**config.mk**
```make
export PLATFORM = sky130hd
export DESIGN_NAME = bitbr_exec
export DESIGN_NICKNAME = d
export VERILOG_FILES = /design/src/common/bitbr_pkg.sv /design/src/common/logic_if.sv /design/src/bit_logic_unit.sv /design/src/bitbr_exec.sv
export VERILOG_INCLUDE_DIRS = /design/src /design/src/common
export SDC_FILE = /design/constraint.sdc
export NUM_CORES = 1
export LEC_CHECK = 0
export BUFFER_PORTS_ARGS = -buffer_cell sky130_fd_sc_hd__buf_2
export CAP_MARGIN = 20
export CORE_MARGIN = 3
export CORE_UTILIZATION = 45
export DETAILED_ROUTE_END_ITERATION = 7
export PLACE_DENSITY = 0.78
export REMOVE_ABC_BUFFERS = 1
export SKIP_LAST_GASP = 1
export SLEW_MARGIN = 20
export SYNTH_ARGS = -nofsm -noshare
export SYNTH_HDL_FRONTEND = slang
export SYNTH_SLANG_ARGS = --single-unit
export TNS_END_PERCENT = 1
```
**constraint.sdc**
```tcl
create_clock -name core_clk -period 2.17 [get_ports core_clk]
set_input_delay 0.1085 -clock core_clk [delete_from_list [all_inputs] [get_ports core_clk]]
set_output_delay 0.1085 -clock core_clk [all_outputs]
set_load 0.1 [all_outputs]
```
**src/common/bitbr_regs.svh**
```systemverilog
// Register offsets, reset values, field positions and opcodes of the
// bit logic and conditional branch execution block.
// Assumes inclusion by bare name from the design files.
`ifndef BITBR_REGS_SVH
`define BITBR_REGS_SVH

// Register byte offsets on the plain register port
`define BB_ADDR_FLAGS 4'h0
`define BB_ADDR_PC 4'h4
`define BB_ADDR_RESULT 4'h8
`define BB_ADDR_STATUS 4'hC

// Reset values
`define BB_RST_FLAGS 4'h0
`define BB_RST_PC 16'h0000
`define BB_RST_RESULT 16'h0000

// Condition flag positions in the flags register
`define BB_FLAG_N 3
`define BB_FLAG_Z 2
`define BB_FLAG_V 1
`define BB_FLAG_C 0

// Status register bit positions
`define BB_STAT_TAKEN 0
`define BB_STAT_ILLEGAL 1

// Instruction fields
`define BB_BYTE_BIT 15
`define BB_OPC_HI 14
`define BB_OPC_LO 12
`define BB_BR_HI 15
`define BB_BR_LO 8
`define BB_OFS_SIGN 7
`define BB_BYTE_MSB 7

// Double operand opcodes, bits 14..12
`define BB_OPC_BIT 3'h3
`define BB_OPC_BIC 3'h4
`define BB_OPC_BIS 3'h5

// Branch opcodes, bits 15..8
`define BB_BR_HIGHER_OR_SAME 8'h86
`define BB_BR_LOWER 8'h87
`define BB_BR_LESS_OR_EQUAL 8'h07

`endif

```
**src/common/bitbr_pkg.sv**
```systemverilog
// Types shared by the bit logic and branch execution block.
// Assumes nothing beyond a SystemVerilog compiler.
package bitbr_pkg;

  // Bitwise operation selected by the decoder
  typedef enum logic [1:0] {
    OP_NONE,
    OP_CLEAR,
    OP_SET,
    OP_TEST
  } logic_op_t;

  // Condition flags, in flags register order
  typedef struct packed {
    logic n;
    logic z;
    logic v;
    logic c;
  } flags_t;

endpackage

```
**src/common/logic_if.sv**
```systemverilog
// Carrier between the decoder core and the bitwise unit.
// Assumes bitbr_pkg is compiled first.
`timescale 1ns/1ps
interface logic_if #(parameter int WIDTH = 16);
  bitbr_pkg::logic_op_t op;
  logic byte_mode;
  logic [WIDTH-1:0] src;
  logic [WIDTH-1:0] dst;
  bitbr_pkg::flags_t flags_in;
  logic [WIDTH-1:0] result;
  bitbr_pkg::flags_t flags_out;
  logic write;

  modport unit (input op, byte_mode, src, dst, flags_in, output result, flags_out, write);
  modport core (output op, byte_mode, src, dst, flags_in, input result, flags_out, write);
endinterface

```
**src/bit_logic_unit.sv**
```systemverilog
// Combinational bitwise unit: clear, set and test with flag update.
// Assumes the core holds operands and flags steady while it samples.
`timescale 1ns/1ps
`include "bitbr_regs.svh"
module bit_logic_unit #(
  parameter int WIDTH = 16
) (
  // Operation and operands
  logic_if.unit lif
);

  logic [WIDTH-1:0] raw;
  logic [WIDTH-1:0] merged;
  logic top_bit;
  logic is_zero;

  // Operation result and flag update
  always_comb begin
    raw = '0;
    unique case (lif.op)
      bitbr_pkg::OP_CLEAR: raw = lif.dst & ~lif.src; // RQ4
      bitbr_pkg::OP_SET: raw = lif.dst | lif.src; // RQ5
      bitbr_pkg::OP_TEST: raw = lif.dst & lif.src; // RQ6
      bitbr_pkg::OP_NONE: raw = lif.dst;
    endcase
    // Byte forms touch only the low byte
    if (lif.byte_mode) begin
      merged = {lif.dst[WIDTH-1:`BB_BYTE_MSB+1], raw[`BB_BYTE_MSB:0]};
      top_bit = raw[`BB_BYTE_MSB];
      is_zero = (raw[`BB_BYTE_MSB:0] == 8'h00);
    end else begin
      merged = raw;
      top_bit = raw[WIDTH-1];
      is_zero = (raw == '0);
    end
    lif.result = merged;
    lif.write = (lif.op == bitbr_pkg::OP_CLEAR) || (lif.op == bitbr_pkg::OP_SET); // RQ6
    lif.flags_out = lif.flags_in;
    if (lif.op != bitbr_pkg::OP_NONE) begin
      lif.flags_out.n = top_bit; // RQ7
      lif.flags_out.z = is_zero; // RQ7
      lif.flags_out.v = 1'b0; // RQ7
    end
  end

endmodule

```
**src/bitbr_exec.sv**
```systemverilog
// Execution core for bit clear, bit set, bit test and three
// conditional branches, with flags and program counter registers.
// Assumes operands are fetched elsewhere and presented with exec_valid.
//
// Summary of operation
// RQ1 - Higher-or-same branches when carry is clear
// RQ2 - Lower branches on carry set, flags kept
// RQ3 - Less-or-equal branches on Z or N!=V
// RQ4 - Clear writes destination AND NOT source
// RQ5 - Set writes source OR destination
// RQ6 - Test only updates flags, writes nothing
// RQ7 - Logic ops: N=msb, Z=zero, V=0, C kept
// RQ8 - Offset sign-extended, doubled, added to PC
//
// The address-and-strobe port and the placing of the registers were chosen for this implementation.
`timescale 1ns/1ps
`include "bitbr_regs.svh"
module bitbr_exec #(
  parameter int WIDTH = 16
) (
  // Clock and reset
  input wire logic core_clk,
  input wire logic rst,
  // Instruction execution request
  input wire logic exec_valid,
  input wire logic [15:0] instr,
  input wire logic [WIDTH-1:0] src_data,
  input wire logic [WIDTH-1:0] dst_data,
  // Execution answer
  output logic exec_done,
  output logic [WIDTH-1:0] result_data,
  output logic result_write,
  output logic branch_taken,
  output logic illegal_instr,
  output logic [WIDTH-1:0] pc_value,
  output logic [3:0] flags_value,
  // Register port
  input wire logic [3:0] reg_addr,
  input wire logic [31:0] reg_wdata,
  input wire logic reg_write,
  input wire logic reg_read,
  output logic [31:0] reg_rdata
);

  logic_if #(.WIDTH(WIDTH)) lif ();

  bit_logic_unit #(.WIDTH(WIDTH)) u_unit (
    .lif(lif.unit)
  );

  // Architectural state
  bitbr_pkg::flags_t flags;
  bitbr_pkg::flags_t next_flags;
  logic [WIDTH-1:0] pc;
  logic [WIDTH-1:0] next_pc;
  logic [WIDTH-1:0] result;
  logic [WIDTH-1:0] next_result;
  logic taken;
  logic next_taken;
  logic illegal;
  logic next_illegal;
  logic done;
  logic next_done;
  logic wr_pulse;
  logic next_wr_pulse;
  logic [31:0] rdata;
  logic [31:0] next_rdata;

  // Decode
  logic [7:0] br_code;
  logic [2:0] dop_code;
  logic is_hs;
  logic is_lo;
  logic is_le;
  logic is_branch;
  logic cond;
  logic [WIDTH-1:0] offset;
  logic [WIDTH-1:0] target;

  // Branch and double operand decode
  always_comb begin
    br_code = instr[`BB_BR_HI:`BB_BR_LO];
    dop_code = instr[`BB_OPC_HI:`BB_OPC_LO];
    is_hs = (br_code == `BB_BR_HIGHER_OR_SAME);
    is_lo = (br_code == `BB_BR_LOWER);
    is_le = (br_code == `BB_BR_LESS_OR_EQUAL);
    is_branch = is_hs | is_lo | is_le;
    // Branch codes win; their top bit is not a byte-form flag
    lif.op = bitbr_pkg::OP_NONE;
    if (!is_branch) begin
      unique case (dop_code)
        `BB_OPC_BIC: lif.op = bitbr_pkg::OP_CLEAR;
        `BB_OPC_BIS: lif.op = bitbr_pkg::OP_SET;
        `BB_OPC_BIT: lif.op = bitbr_pkg::OP_TEST;
        default: lif.op = bitbr_pkg::OP_NONE;
      endcase
    end
    lif.byte_mode = instr[`BB_BYTE_BIT];
    lif.src = src_data;
    lif.dst = dst_data;
    lif.flags_in = flags;
  end

  // Branch condition and target
  // Flags as held before any same-cycle software write
  always_comb begin
    cond = 1'b0;
    if (is_hs) begin
      cond = ~flags.c; // RQ1
    end else if (is_lo) begin
      cond = flags.c; // RQ2
    end else if (is_le) begin
      cond = flags.z | (flags.n ^ flags.v); // RQ3
    end
    // Low byte sign-extended and doubled
    offset = {{(WIDTH-`BB_OFS_SIGN-2){instr[`BB_OFS_SIGN]}}, instr[`BB_OFS_SIGN:0], 1'b0}; // RQ8
    target = pc + offset; // RQ8
  end

  // Next state of execution and registers
  always_comb begin
    next_flags = flags;
    next_pc = pc;
    next_result = result;
    next_taken = 1'b0;
    next_illegal = 1'b0;
    next_done = 1'b0;
    next_wr_pulse = 1'b0;
    // Software writes first, execution overrides
    // Result and status stay read-only to software
    if (reg_write) begin
      unique case (reg_addr)
        `BB_ADDR_FLAGS: next_flags = bitbr_pkg::flags_t'(reg_wdata[3:0]);
        `BB_ADDR_PC: next_pc = reg_wdata[WIDTH-1:0];
        default: next_flags = flags;
      endcase
    end
    if (exec_valid) begin
      next_done = 1'b1;
      if (is_branch) begin
        // Flags untouched by every branch
        next_flags = flags; // RQ2 RQ3
        next_taken = cond;
        if (cond) begin
          next_pc = target; // RQ1 RQ2 RQ3
        end
      end else if (lif.op != bitbr_pkg::OP_NONE) begin
        next_flags = lif.flags_out; // RQ7
        next_wr_pulse = lif.write; // RQ6
        if (lif.write) begin
          next_result = lif.result; // RQ4 RQ5
        end
      end else begin
        next_illegal = 1'b1;
      end
    end
  end

  // Read data mux, valid the cycle after the strobe
  always_comb begin
    next_rdata = 32'h0000_0000;
    if (reg_read) begin
      unique case (reg_addr)
        `BB_ADDR_FLAGS: next_rdata = {28'h000_0000, flags};
        `BB_ADDR_PC: next_rdata = 32'(pc);
        `BB_ADDR_RESULT: next_rdata = 32'(result);
        // Status only mirrors the one-cycle answer pulses
        `BB_ADDR_STATUS: begin
          next_rdata[`BB_STAT_TAKEN] = taken;
          next_rdata[`BB_STAT_ILLEGAL] = illegal;
        end
        default: next_rdata = 32'h0000_0000;
      endcase
    end
  end

  // Flags, program counter and result word
  always_ff @(posedge core_clk or posedge rst) begin
    if (rst) begin
      flags <= bitbr_pkg::flags_t'(`BB_RST_FLAGS);
      pc <= `BB_RST_PC;
      result <= `BB_RST_RESULT;
    end else begin
      flags <= next_flags;
      pc <= next_pc;
      result <= next_result;
    end
  end

  // Answer pulses, cleared again unless a new instruction runs
  always_ff @(posedge core_clk or posedge rst) begin
    if (rst) begin
      taken <= 1'b0;
      illegal <= 1'b0;
      done <= 1'b0;
      wr_pulse <= 1'b0;
    end else begin
      taken <= next_taken;
      illegal <= next_illegal;
      done <= next_done;
      wr_pulse <= next_wr_pulse;
    end
  end

  // Read data, zero outside the cycle after a read strobe
  always_ff @(posedge core_clk or posedge rst) begin
    if (rst) begin
      rdata <= 32'h0000_0000;
    end else begin
      rdata <= next_rdata;
    end
  end

  // Outputs straight from registers
  assign exec_done = done;
  assign result_data = result;
  assign result_write = wr_pulse;
  assign branch_taken = taken;
  assign illegal_instr = illegal;
  assign pc_value = pc;
  assign flags_value = flags;
  assign reg_rdata = rdata;

endmodule

```
==> impl_metrics.csv <==
group,metric,value,unit
timing,relSlewSlack,61.2,%
timing,fin_crit,2170,ps
grt,gr-usage-all-layers,23.2,%
worst_setup_path,critPathLaunchType,"flip-flop",
timing,hold_violations,0,
clocking,cts.path.max_buffers,2,
timing,skew,7.55,ps
detailed_routing,m1WireLength,4610,µm
yosys,netlist_area,0.00398,mm²
detailed_routing,final_antenna_net_count,0,
worst_setup_path,crit_path_end_kind,"flip-flop",
clocking,clk_latency,300,ps
detailed_routing,via_count,4157,
floorplan,io_pins,161,
power,netSwitchingFraction,54.6,%
finish,design_area,0.00502,mm²
yosys,synth-edff-count,0,
worst_setup_path,rr_worst_depth,10,
yosys,yosysSeqAreaShare,35.2,%
grt,antenna_found_initial,0,
power,clkPwrFrac,13.1,%
worst_setup_path,cp.arrival,2380,ps
power,p_seq_share,27.2,%
floorplan,die_area,0.0100,mm²
worst_setup_path,crit_path_start,"pc_value[1]",
yosys,syn-instance-count,464,
yosys,synth_top_family_by_area,"compound AO/OA/AOI/OAI gates",
timing,clock.fmax,462,MHz
placement,place_inst,703,
floorplan,die_h,100,µm
power,p_per_area,1010,mW/mm²
floorplan,die_w,100,µm
finish,drive_gt1_share,30.4,%
power,p_int,2310,µW
grt,first_global_vias,3921,
yosys,async_flop_share,100,%
job,drv_cap,0,
worst_setup_path,crit_fanout,3,
grt,overflow,0,
placement,placed_cell_area,0.00484,mm²
worst_hold_path,worstHoldPathCells,2,
detailed_routing,first_pass_iters,5,
yosys,synthMuxAreaShare,5.19,%
timing,drv_slew,0,
power,pwr-share-comb,59.6,%
detailed_routing,drc,0,
finish,final_common_cell,"buf_2",
worst_hold_path,hold_class,"primary input to flip-flop",
worst_setup_path,reg2reg_setup_slack,5,ps
clocking,clk_pin_slew,100,ps
floorplan,start_util,47.3,%
clocking,cts.sinks,56,
status,status,"finished, final reports clean",
power,ir_worst_vdd,0.545,mV
clocking,cts_tree,"built",
finish,antennaDiodeCount,0,
floorplan,rows,33,
finish,area.growth.synth_to_final,26.1,%
timing,tightestPinTransition,574,ps
detailed_routing,routedWlPerCell,16.4,µm
worst_setup_path,regToRegEndpoint,"pc_value[15]",
detailed_routing,vias_per_cell,5.80,
worst_hold_path,hold-path-endpoint,"flags_value[0]",
timing,grt_setup_unrepaired,"yes",
power,cellLeakagePower,0.00253,µW
yosys,synthAdderAreaFrac,5.85,%
yosys,yosysUniqueCellTypes,55,
yosys,syn_area_per_cell,8.58,µm²
worst_setup_path,reg2reg_from,"pc_value[1]",
grt,grt_max_degree,44,
placement,gp_congestion,0.964,
power,p_sw,2780,µW
yosys,synth-xor-area-share,5.06,%
yosys,synthFlopType,"dfrtp_1",
yosys,synth_compound_gate_area_share,25.0,%
detailed_routing,detail_route.iter0.violations,184,
finish,final_cell_mix,"buf_2, dfrtp_1, nand2_1",
clocking,numCtsBuffers,5,
detailed_routing,highest_layer,"met4",
yosys,ys_ff_latch,56,
finish,final_cells,717,
yosys,yosys_warnings,0,
power,total_power,5090,µW
detailed_routing,route.met2.wl,6050,µm
worst_setup_path,crit_type,"flip-flop to flip-flop",
detailed_routing,routed_wl,11700,µm
worst_hold_path,hp-start,"reg_wdata[0]",
worst_setup_path,cp.required,2380,ps
detailed_routing,wl_met3,958,µm
timing,setup_viol,0,
clocking,cts-root-buf,"clkbuf_8",
finish,fin_nets,718,
yosys,synth-simple-area-share,16.2,%
clocking,htreeDepth,2,
floorplan,coreArea,0.00842,mm²
placement,dp_hpwl,9300,µm
grt,grt_pass1_wl,18900,µm
placement,io_buffers,128,
timing,min_period_over_period,99.8,%
==> power by group through the flow <==
stage / Sequential (µW) / Combinational, µW / Clock [µW]
3_3_place_gp: 1400 / 2900 / 0
3_5_place_dp: 1410 / 2960 / 0
5_1_grt: 1410 / 3200 / 734
6_report: 1390 / 3040 / 668
2_1_floorplan: 2710 / 934 / 0
4_1_cts: 1390 / 2980 / 682
==> worst max path at each step <==
stage	end
final	pc_value[15]
after global routing	pc_value[15]
after CTS	pc_value[15]
after detailed placement	pc_value[15]
after global placement	pc_value[15]
after floorplan	pc_value[15]
==> cells by family (layout without fill, tap and decap cells) <==
family                   after synthesis  after routing
XOR/XNOR                              23             23
buffers and inverters                 58            191
AO/OA/AOI/OAI                        158            158
other                                  1             16
AND/OR/NAND/NOR                      131            131
flip-flops                            56             56
multiplexers                          19             19
adder cells (fa/ha/maj)               18             18
==> critical path: stages (launching register included) <==
cell and delay, ps:
dfrtp_1 360, ha_2 190, inv_2 40, fa_2 360, nor2b_2 140, o31a_1 190, o21ai_2 80, o21ai_1 160
xor2_1 200, a211oi_1 100, a311oi_1 240
==> cells in the mapped netlist (3+ instances only) <==
master / n / area share [%]
a31oi_1: 14 / 2.2
mux2_2: 3 / 0.85
or4_1: 3 / 0.57
xor2_1: 8 / 1.8
inv_1: 17 / 1.6
clkbuf_1: 11 / 1.0
dfrtp_1: 56 / 35
and2_1: 3 / 0.47
o22ai_1: 3 / 0.47
a21o_1: 6 / 1.1
nand2_1: 47 / 4.4
mux2i_1: 15 / 3.8
o221ai_1: 6 / 1.3
a21oi_1: 31 / 3.9
nor3_1: 6 / 0.75
buf_2: 8 / 1.0
a22oi_1: 23 / 4.3
nand4_1: 5 / 0.79
buf_1: 4 / 0.38
buf_4: 16 / 3.0
nand2b_1: 4 / 0.63
ha_1: 17 / 5.3
o21ai_0: 47 / 5.9
xnor2_1: 15 / 3.3
and3_1: 5 / 0.79
nor2_1: 33 / 3.1
nand3_1: 12 / 1.5
a211oi_1: 5 / 0.94
o31ai_1: 7 / 1.3
==> area by class of cell <==
class / count / area, µm²
repair buffers: 165 / 948
flip-flops and latches: 56 / 1400
clock inverters: 2 / 35.0
clock buffers: 6 / 72.6
fillers: 760 / 3400
inverters: 18 / 67.6
well taps: 105 / 131
multi-input cells: 365 / 2360
==> per-layer routing <==
layer,global-route usage [%],up-vias
met2,42.5,210
met5,0,-
li1,-,1968
met3,2.92,13
met1,29.6,1966
met4,4.25,0
==> per-stage QoR <==
stage	worst slack (ps)	setup TNS, ps	util, %	hold slack [ps]
final	4.91	0	59.6	69.7
after global routing	-147	-641	59.6	46.7
after CTS	16.9	0	59.1	61.5
after detailed placement	-204	-239	57.5	72.5
after global placement	-78.7	-78.7	57.5	72.6
after floorplan	-739	-11030	-	140
==> registers in the layout, indices dropped and copies added, names as in the netlist <==
register       cells
branch_taken       1
illegal_instr      1
exec_done          1
result_data       16
pc_value          16
flags_value        4
result_write       1
reg_rdata         16
==> repair_timing <==
item                                    4_1_cts  5_1_grt
setup buffers                                 0        4
hold endpoints to repair                     14        0
pin swaps                                     4       10
hold buffers                                  2        0
endpoints found under the setup margin        2        6
gates resized for setup                       5        6
(Power assumes the default switching activity.)
